`src/srh_cfg.svh`:
```
// Constants for the static RAM host controller.
// Assumes a 100 MHz core clock and a 256 x 4 asynchronous memory outside.
// Overview of operation
// Memory is selected only while low select is low and high select is high.
// Standby: drive low select high and keep address and controls steady.
// Driving high select low forces unconditional standby on the memory.
// With read/write high while selected, the memory presents the addressed word.
// Read data equals written data with no inversion; reads are non-destructive.
// Separate data pins; a shared bus floats outputs with the output disable.
// On a shared bus the host holds the output disable high during writes.
// With separate wiring the host may keep the output disable low always.
// The array holds 256 words of 4 bits addressed by 8 bits.
// Retention: high select low; after power returns deselect one read cycle.
// Selected with read/write low, the memory stores the input data word.
// Outputs float when deselected, in standby or with output disable high.
`ifndef SRH_CFG_SVH
`define SRH_CFG_SVH
`define SRH_CLK_PERIOD_NS 10
`define SRH_READ_CYCLE_NS 800
`define SRH_WRITE_CYCLE_NS 800
`define SRH_ADDR_SETUP_NS 200
`define SRH_WRITE_PULSE_NS 400
`define SRH_WRITE_RECOV_NS 50
`define SRH_ACCESS_NS 800
`define SRH_CEIL(t) (((t) + `SRH_CLK_PERIOD_NS - 1) / `SRH_CLK_PERIOD_NS)
`define SRH_CNT_W 8
`endif

```
`src/srh_pkg.sv`:
```
// Types for the static RAM host controller.
// Assumes the constants header is included by users of timing values.
package srh_pkg;
    typedef enum logic [2:0] {
        SRH_IDLE,
        SRH_RECOVER,
        SRH_SETUP,
        SRH_STROBE,
        SRH_HOLD,
        SRH_RETAIN
    } srh_state_e;
    typedef logic [7:0] srh_cnt_t;
endpackage

```
`src/srh_host.sv`:
```
// Host controller that drives a 256 x 4 asynchronous static RAM through its pins.
// Assumes the memory pins are sampled synchronously and the timer shapes phases.
`timescale 1ns/1ps
`include "srh_cfg.svh"
module srh_host #(
    parameter int ADDR_W = 8,
    parameter int DATA_W = 4,
    parameter int SHARED_BUS = 1
) (
    // Clock and reset.
    input  wire logic                core_clk,
    input  wire logic                rstn,
    // User request side.
    input  wire logic                reqValid,
    input  wire logic                reqWrite,
    input  wire logic [ADDR_W-1:0]   reqAddr,
    input  wire logic [DATA_W-1:0]   reqData,
    input  wire logic                retainReq,
    output logic                     reqReady,
    output logic                     rspValid,
    output logic [DATA_W-1:0]        rspData,
    // Memory pins.
    output logic                     select_active_low,
    output logic                     select_active_high,
    output logic                     readWrite,
    output logic [ADDR_W-1:0]        word_address,
    output logic [DATA_W-1:0]        write_data_in,
    output logic                     dataOe,
    output logic                     output_float_control,
    input  wire logic [DATA_W-1:0]   read_data_out
);
    import srh_pkg::*;

    localparam srh_cnt_t SETUP_CYC = srh_cnt_t'(`SRH_CEIL(`SRH_ADDR_SETUP_NS));
    localparam srh_cnt_t PULSE_CYC = srh_cnt_t'(`SRH_CEIL(`SRH_WRITE_PULSE_NS));
    localparam srh_cnt_t ACC_CYC   = srh_cnt_t'(`SRH_CEIL(`SRH_ACCESS_NS));
    localparam srh_cnt_t RECOV_CYC = srh_cnt_t'(`SRH_CEIL(`SRH_WRITE_RECOV_NS));
    localparam srh_cnt_t DESEL_CYC = srh_cnt_t'(`SRH_CEIL(`SRH_READ_CYCLE_NS));

    srh_state_e state;
    logic       curWrite;
    logic       timerLoad;
    srh_cnt_t   timerValue;
    logic       timerDone;

    srh_timer #(
        .CNT_W(`SRH_CNT_W)
    ) u_timer (
        .core_clk (core_clk),
        .rstn     (rstn),
        .load     (timerLoad),
        .loadValue(timerValue),
        .done     (timerDone)
    );

    // Phase sequencer; each timed phase (setup, strobe, hold, recover) loads the timer once on entry.
    always_ff @(posedge core_clk or negedge rstn) begin
        if (!rstn) begin
            state      <= SRH_RECOVER;
            timerLoad  <= 1'b1;
            timerValue <= DESEL_CYC;
            curWrite   <= 1'b0;
        end else begin
            timerLoad <= 1'b0;
            unique case (state)
                SRH_IDLE: begin
                    if (retainReq) begin
                        state <= SRH_RETAIN;
                    end else if (reqValid) begin
                        state      <= SRH_SETUP;
                        curWrite   <= reqWrite;
                        timerLoad  <= 1'b1;
                        timerValue <= SETUP_CYC;
                    end
                end
                SRH_SETUP: begin
                    if (timerDone && !timerLoad) begin
                        state      <= SRH_STROBE;
                        timerLoad  <= 1'b1;
                        timerValue <= curWrite ? PULSE_CYC : ACC_CYC;
                    end
                end
                SRH_STROBE: begin
                    if (timerDone && !timerLoad) begin
                        state      <= SRH_HOLD;
                        timerLoad  <= 1'b1;
                        timerValue <= RECOV_CYC;
                    end
                end
                SRH_HOLD: begin
                    if (timerDone && !timerLoad) begin
                        state <= SRH_IDLE;
                    end
                end
                SRH_RETAIN: begin
                    // Supply may have dropped; the deselect hold runs after release.
                    if (!retainReq) begin
                        state      <= SRH_RECOVER;
                        timerLoad  <= 1'b1;
                        timerValue <= DESEL_CYC;
                    end
                end
                SRH_RECOVER: begin
                    if (timerDone && !timerLoad) begin
                        state <= SRH_IDLE;
                    end
                end
            endcase
        end
    end

    // Selects: low select active only in setup, strobe and hold; high select low in retention and recovery.
    always_ff @(posedge core_clk or negedge rstn) begin
        if (!rstn) begin
            select_active_low  <= 1'b1;
            select_active_high <= 1'b0;
        end else begin
            select_active_low  <= !(state == SRH_SETUP || state == SRH_STROBE
                                   || state == SRH_HOLD);
            select_active_high <= (state != SRH_RETAIN) && (state != SRH_RECOVER);
        end
    end

    // Address and write data are latched on acceptance and held steady for standby.
    always_ff @(posedge core_clk or negedge rstn) begin
        if (!rstn) begin
            word_address  <= '0;
            write_data_in <= '0;
        end else if (state == SRH_IDLE && reqValid && !retainReq) begin
            word_address  <= reqAddr;
            write_data_in <= reqData;
        end
    end

    // Read/write drops only during the write strobe, inside the selected window.
    always_ff @(posedge core_clk or negedge rstn) begin
        if (!rstn) begin
            readWrite <= 1'b1;
        end else begin
            readWrite <= !(state == SRH_STROBE && curWrite);
        end
    end

    // Output disable on a shared bus low only during read cycles, high otherwise; with separate wiring high in reset, low from then on.
    always_ff @(posedge core_clk or negedge rstn) begin
        if (!rstn) begin
            output_float_control <= 1'b1;
            dataOe               <= 1'b0;
        end else begin
            if (SHARED_BUS != 0) begin
                output_float_control <= !(state != SRH_IDLE && !curWrite
                                         && state != SRH_RETAIN
                                         && state != SRH_RECOVER);
            end else begin
                output_float_control <= 1'b0;
            end
            dataOe <= (state == SRH_SETUP || state == SRH_STROBE || state == SRH_HOLD)
                      && curWrite;
        end
    end

    // Read data is captured at the end of access time, unmodified.
    always_ff @(posedge core_clk or negedge rstn) begin
        if (!rstn) begin
            rspValid <= 1'b0;
            rspData  <= '0;
        end else begin
            rspValid <= 1'b0;
            if (state == SRH_STROBE && !curWrite && timerDone && !timerLoad) begin
                rspValid <= 1'b1;
                rspData  <= read_data_out;
            end
        end
    end

    // Ready is a registered view of the idle state with no request or retention pending.
    always_ff @(posedge core_clk or negedge rstn) begin
        if (!rstn) begin
            reqReady <= 1'b0;
        end else begin
            reqReady <= (state == SRH_IDLE) && !reqValid && !retainReq;
        end
    end

    // Selected only within an access window.
    select_window_a: assert property (@(posedge core_clk) disable iff (!rstn)
        !select_active_low |-> select_active_high)
        else $error("low select active while high select low");

    write_od_high_a: assert property (@(posedge core_clk) disable iff (!rstn)
        (SHARED_BUS != 0 && !readWrite) |-> output_float_control)
        else $error("output disable low during write on shared bus");

    write_inside_sel_a: assert property (@(posedge core_clk) disable iff (!rstn)
        !readWrite |-> !select_active_low && dataOe)
        else $error("write strobe outside select or without data drive");

    retain_low_a: assert property (@(posedge core_clk) disable iff (!rstn)
        (state == SRH_RETAIN) |=> !select_active_high)
        else $error("high select not low in retention");

    recover_hold_a: assert property (@(posedge core_clk) disable iff (!rstn)
        (state == SRH_RECOVER) |=> !select_active_high && select_active_low)
        else $error("memory selected during deselect hold");

    // Address and data may move only while deselected, never inside an access.
    standby_steady_a: assert property (@(posedge core_clk) disable iff (!rstn)
        !select_active_low |-> $stable(word_address) && $stable(write_data_in))
        else $error("address or data moved while selected");

    read_capture_a: assert property (@(posedge core_clk) disable iff (!rstn)
        rspValid |-> $past(state) == SRH_STROBE && !curWrite)
        else $error("read response outside read strobe");

    bus_contend_a: assert property (@(posedge core_clk) disable iff (!rstn)
        dataOe && SHARED_BUS != 0 |-> output_float_control)
        else $error("host drives bus while memory outputs enabled");
endmodule

```
`src/srh_timer.sv`:
```
// Down counter that times the phases of a memory cycle.
// Assumes load and start values are sampled on the core clock.
`timescale 1ns/1ps
module srh_timer #(
    parameter int CNT_W = 8
) (
    // Clock and reset.
    input  wire logic             core_clk,
    input  wire logic             rstn,
    // Load request and value.
    input  wire logic             load,
    input  wire logic [CNT_W-1:0] loadValue,
    // Expiry level.
    output logic                  done
);
    logic [CNT_W-1:0] count;

    // The count saturates at zero so done stays high until a new load.
    always_ff @(posedge core_clk or negedge rstn) begin
        if (!rstn) begin
            count <= '0;
        end else if (load) begin
            count <= loadValue;
        end else if (count != '0) begin
            count <= count - 1'b1;
        end
    end

    // Done is registered alongside the count so it rises in the same cycle the count reaches zero.
    always_ff @(posedge core_clk or negedge rstn) begin
        if (!rstn) begin
            done <= 1'b0;
        end else begin
            done <= !load && (count <= {{(CNT_W-1){1'b0}}, 1'b1});
        end
    end
endmodule

```
`config.mk`:
```
export PLATFORM = sky130hd
export DESIGN_NAME = srh_host
export DESIGN_NICKNAME = d
export VERILOG_FILES = /design/src/srh_pkg.sv /design/src/srh_host.sv /design/src/srh_timer.sv
export VERILOG_INCLUDE_DIRS = /design/src /design/src/src
export SDC_FILE = /design/constraint.sdc
export NUM_CORES = 1
export LEC_CHECK = 0
export BUFFER_PORTS_ARGS = -buffer_cell sky130_fd_sc_hd__buf_2
export CORE_AREA = 2 2 67 62
export DETAILED_ROUTE_END_ITERATION = 10
export DIE_AREA = 0 0 69 64
export PLACE_DENSITY = 0.86
export SYNTH_ARGS = -nofsm -noshare
export SYNTH_HDL_FRONTEND = slang
export SYNTH_SLANG_ARGS = --single-unit
```
`constraint.sdc`:
```
create_clock -name core_clk -period 2.21 [get_ports core_clk]
set_clock_uncertainty 0.1 [all_clocks]
set_input_delay 0.5525 -clock core_clk [delete_from_list [all_inputs] [get_ports core_clk]]
set_output_delay 0.5525 -clock core_clk [all_outputs]
set_load 0.005 [all_outputs]
```
Word level (Yosys, flattened, before mapping):

Index checks and enable logic that the tools add are counted.

* bits in registers: 45
* input port bits: 21
* word-level logic and storage cells: 89

* add/subtract/negate cells: 1
* $lt $le $gt $ge: 1
* eq/ne operators: 14
* muxes and demuxes: 22
* bitwise operators: 1
* reductions and logical operators: 34

Operator list (number)
* 2-to-1 mux 8 bit: 7
* one-hot mux 8 bit (4 select lines): 1
* 2-to-1 mux 3 bit: 6
* logical AND 1 bit: 15
* one-hot mux 3 bit (5 select lines): 1
* != test 2 bit (second input constant): 5
* less-or-equal comparator 8 x 1 -> 1 bit (second input constant): 1
* nonzero test 8 bit: 1
* subtractor 8 x 1 -> 8 bit (second input constant): 1
* zero test 1 bit: 7
* 2-to-1 mux 7 bit: 1
* equality test 3 x 2 -> 1 bit (second input constant): 2
* equality test 3 bit (second input constant): 2
* != test 3 bit (second input constant): 2
* AND reduction 6 bit: 1
* 2-to-1 mux 1 bit: 5
* AND reduction 5 bit: 1
* nonzero test 4 bit: 1
* OR reduction 2 bit: 2
* equality test 3 x 1 -> 1 bit (second input constant): 1
* zero test 3 bit: 1
* != test 3 x 1 -> 1 bit (second input constant): 1
* one-hot mux 1 bit (3 select lines): 1
* AND reduction 3 bit: 1
* other kinds (5): 6

Logic depth before layout (Yosys ltp):

* depth in word-level cells: 5
* gate-level depth with buffers: 5
* gate-level depth less buffers: 5

By module:

From an unflattened synthesis, not the netlist that was laid out.

* cells, all modules: 161
* area, all modules: 1911.8 um2

Modules (own cells, without submodules)
* srh_host: times used 1, cells an instance 105, area an instance 1385.1 um2
* srh_timer: times used 1, cells an instance 56, area an instance 526.8 um2

Least setup slack after synthesis:

Ideal clock, no wire load.

* kind: register to register
* from: register u_timer.count[0]
* to: register u_timer.count[4]
* arrival: 1576 ps
* data required time: 2033 ps
* path slack: 456 ps
* cell stages (with the launch flop): 6
* buffers on the path: 0
* period minus slack after synthesis: 1754 ps
* cell sequence: dfrtp_1 inv_1 ha_1 or3b_2 or3_1 a21oi_1

* cells in the longest elaborated chain, start to end: 3
* elaborated cells on any way between the ends: 5
* those cells by class: add/sub (1); mux (2); reduce/logical (2)

Ends and longest elaborated chain
* start, declared: RTL line srh_timer.sv:16 `logic [CNT_W-1:0] count;`
* start signal, assigned: RTL line srh_timer.sv:23 `count <= loadValue;`
* start signal, assigned: RTL line srh_timer.sv:25 `count <= count - 1'b1;`
* subtractor 8 x 1 -> 8 bit: RTL line srh_timer.sv:25
* 2-to-1 mux 8 bit: RTL line srh_timer.sv:24 `end else if (count != '0) begin`
* 2-to-1 mux 8 bit: RTL line srh_timer.sv:22 `end else if (load) begin`

Several ways; a longest one is shown, not always the timed one. The select of a mux whose other input is x is not followed.
A chain may end at the register's enable or synchronous reset.

Final worst setup path:

Same ends and word-level chain as after synthesis.

==> run summary <==
fillcell total = 293
gr usage total = 18.45%
sequential fraction of the synthesis area = 55.80%
fin. max-slew vios = 0
fraction of layout cells with a size suffix above 1 = 40.59%
Yosys top cell by area = dfrtp_1
Area growth syn-to-layout = 19.30%
Routed Antenna Nets = 0
Post-Route Setup TNS = 0 ns
setup ws final = 0.2926 ns
post-CTS setup buffer count = 0
fmax = 0.5215 GHz
CORE AREA = 3679 sq um
Post-Layout Cell Count = 248
Yosys top cell area share = 46.11%
RePlAce Congestion = 0.7857
Top delay family on crit path = simple AND/OR/NAND/NOR gates
cts hold-fix bufs = 0
CTS clock-pin slew for the worst setup and hold paths = 0.07 ns
Worst Tran Pin Value = 0.5128 ns
CTS Sinks = 42
H-tree Lvls = 2
routed via count = 1375
Setup Viol. Count Final = 0
Die Height = 64 microns
status = finished, final reports clean
CTS Buf Count = 5
Post-Synthesis Cells = 155
predominant post-synthesis flop cell = dfrtp_1
Post-Syn Area = 1899 sq um
unrepaired setup endpoints after global routing = false
# diodes = 0
CP startpoint kind = flop
Final Critical Period = 1.917 ns
WL/cell = 15.10 microns
Row Count = 21
later-pin clock latency in the skew report = 0.29 ns
Post-Route WL = 3744 microns
vias per inst = 5.544
synth top area cells = dfrtp_1 (46%), mux2_2 (11%), dfstp_2 (9.7%)
crit path DAT = 2.03 ns
CP bufs+invs = 1
slowest stage cell, crit path = or3b_2
die width = 69 microns
post_cts resized = 0
register bit total from synthesis = 42
crit path kind = flop to flop
initial antenna violation count = 0
total global routing overflow = 0
vias in the first global route = 1410
CTS tree = built
first-pass GRT wire length = 6403 microns
max cap viols = 0
Slew headroom = 65.50%
IO Port Bufs = 43
CP Max Fanout = 6
syn avg cell area = 12.25 sq um
HPWL after DPL = 2784 microns
period utilisation layout = 86.76%
Layout Nets = 224
Peak VDD IR = 921.3 uV
Power Dens Cells = 1321 nW/um^2
LEAKAGE = 1.071 nW
first-pass detailed-route iteration total = 4
Placement Setup Slack = 0.3329 ns
CP required = 2.33 ns
Design Area, Final = 2266 sq um
total power = 2.994 mW
Initial Utilization = 51.63%
Layout Utilization = 61.60%
drt drc = 0
Critical Path Sink Type = flop
Async SR Flop Fraction = 100.0%
Area after DPL = 2160 sq um
largest net degree at the start of global routing = 23
Hold Path Class = input pin to asynchronous set/reset pin
placed cells = 240
die area = 4416 sq um
io pins = 44
Syn Nets = 178
root buffer cell = clkbuf_8
hold slack = 0.1253 ns
Cell Chain, Critical Path = inv_1 > ha_1 > or3b_2 > or3_1 > a21oi_1
CTS max path bufs = 2
EDFF count, synth = 0
DRT iter0 DRCs = 81
post-synthesis cell type count = 44
Synth Warn # = 0
crit-path max cell delay = 0.52 ns
Hold Vio Cnt, Final = 0
-- metal layers --
layer	share of wire, %	GRT usage, %
met1	42	23.10
met2	52	31.25
met3	3.6	3.628
met4	1.8	8.088
met5	0	0
-- Yosys cell counts, types with 2 or more instances --
cell	n
o31ai_1	2
a21oi_1	7
mux2_2	18
inv_1	6
or4_1	2
and4bb_2	2
nand2_1	6
ha_1	2
nor3_1	4
dfstp_2	7
dfrtp_1	35
clkbuf_1	2
nand3b_1	3
nand3_1	2
buf_2	2
nor2b_1	5
buf_6	2
nor2_1	9
a21o_1	2
a211oi_1	3
o21ai_0	3
and3b_1	2
nand2b_1	3
a211o_1	2
a21boi_0	2
a22oi_1	2
nor4_1	2
mux2i_1	2
-- flip-flops by register name, indices dropped and copies added, names as in the netlist --
name                  cells
timerLoad                 1
timerValue                5
readWrite                 1
state                     3
dataOe                    1
output_float_control      1
reqReady                  1
write_data_in             4
select_active_low         1
u_timer.done              1
rspValid                  1
curWrite                  1
u_timer.count             8
rspData                   4
word_address              8
select_active_high        1
-- path summary, 6_finish.rpt --
kind | cells past startpoint | endpoint | startpoint | slack (ns)
hold / removal | 1 | state[2] | rstn | 0.13
max in group asynchronous | 2 | timerLoad | rstn | 1.33
setup reg to reg | 5 | u_timer.count[4] | u_timer.count[0] | 0.29
hold reg to reg | 2 | timerValue[4] | timerValue[4] | 0.40
setup / recovery | 5 | u_timer.count[4] | u_timer.count[0] | 0.29
min in group core_clk | 2 | rspData[1] | read_data_out[1] | 0.38
-- power by group --
group          switching (mW)  internal [mW]  leakage [nW]
clock                   0.250          0.338        0.0524
combinational           0.459          0.545         0.512
sequential              0.296           1.11         0.506
total                    1.00           1.99          1.07
-- cell families (layout without fill, tap and decap cells) --
kind of cell / count (synthesis) / after routing / synth area share (%)
multiplexers: 20 / 20 / 11.73
XOR/XNOR: 1 / 1 / 0.4612
adder cells (fa/ha/maj): 2 / 2 / 1.317
AND/OR/NAND/NOR: 49 / 49 / 16.67
AO/OA/AOI/OAI: 29 / 29 / 10.74
flip-flops: 42 / 42 / 55.80
buffers and inverters: 12 / 59 / 3.294
-- layout by cell type (no fill, tap or decap), drive strengths merged, types with 2 or more instances in the layout --
master	n
buf	45
dfrtp	35
mux2	18
nor2	9
a21oi	7
dfstp	7
nand2	7
clkbuf	7
inv	6
nor2b	5
nor3	4
a211oi	3
nand3b	3
o21ai	3
nand2b	3
nor4	3
and4bb	2
or4	2
nand3	2
a21o	2
a21boi	2
a22oi	2
o31ai	2
and3b	2
mux2i	2
a211o	2
ha	2
-- area by class of cell --
class / instances / area, sq um / share of cell area (%)
Sequential cell: 42 / 1060 / 46.77
Multi-Input combinational cell: 101 / 777.0 / 34.29
Timing Repair Buffer: 45 / 242.7 / 10.71
Clock buffer: 7 / 76.32 / 3.368
Tap cell: 46 / 57.56 / 2.540
Clock inverter: 1 / 30.03 / 1.325
Inverter: 6 / 22.52 / 0.9939
(Power assumes the default switching activity.)
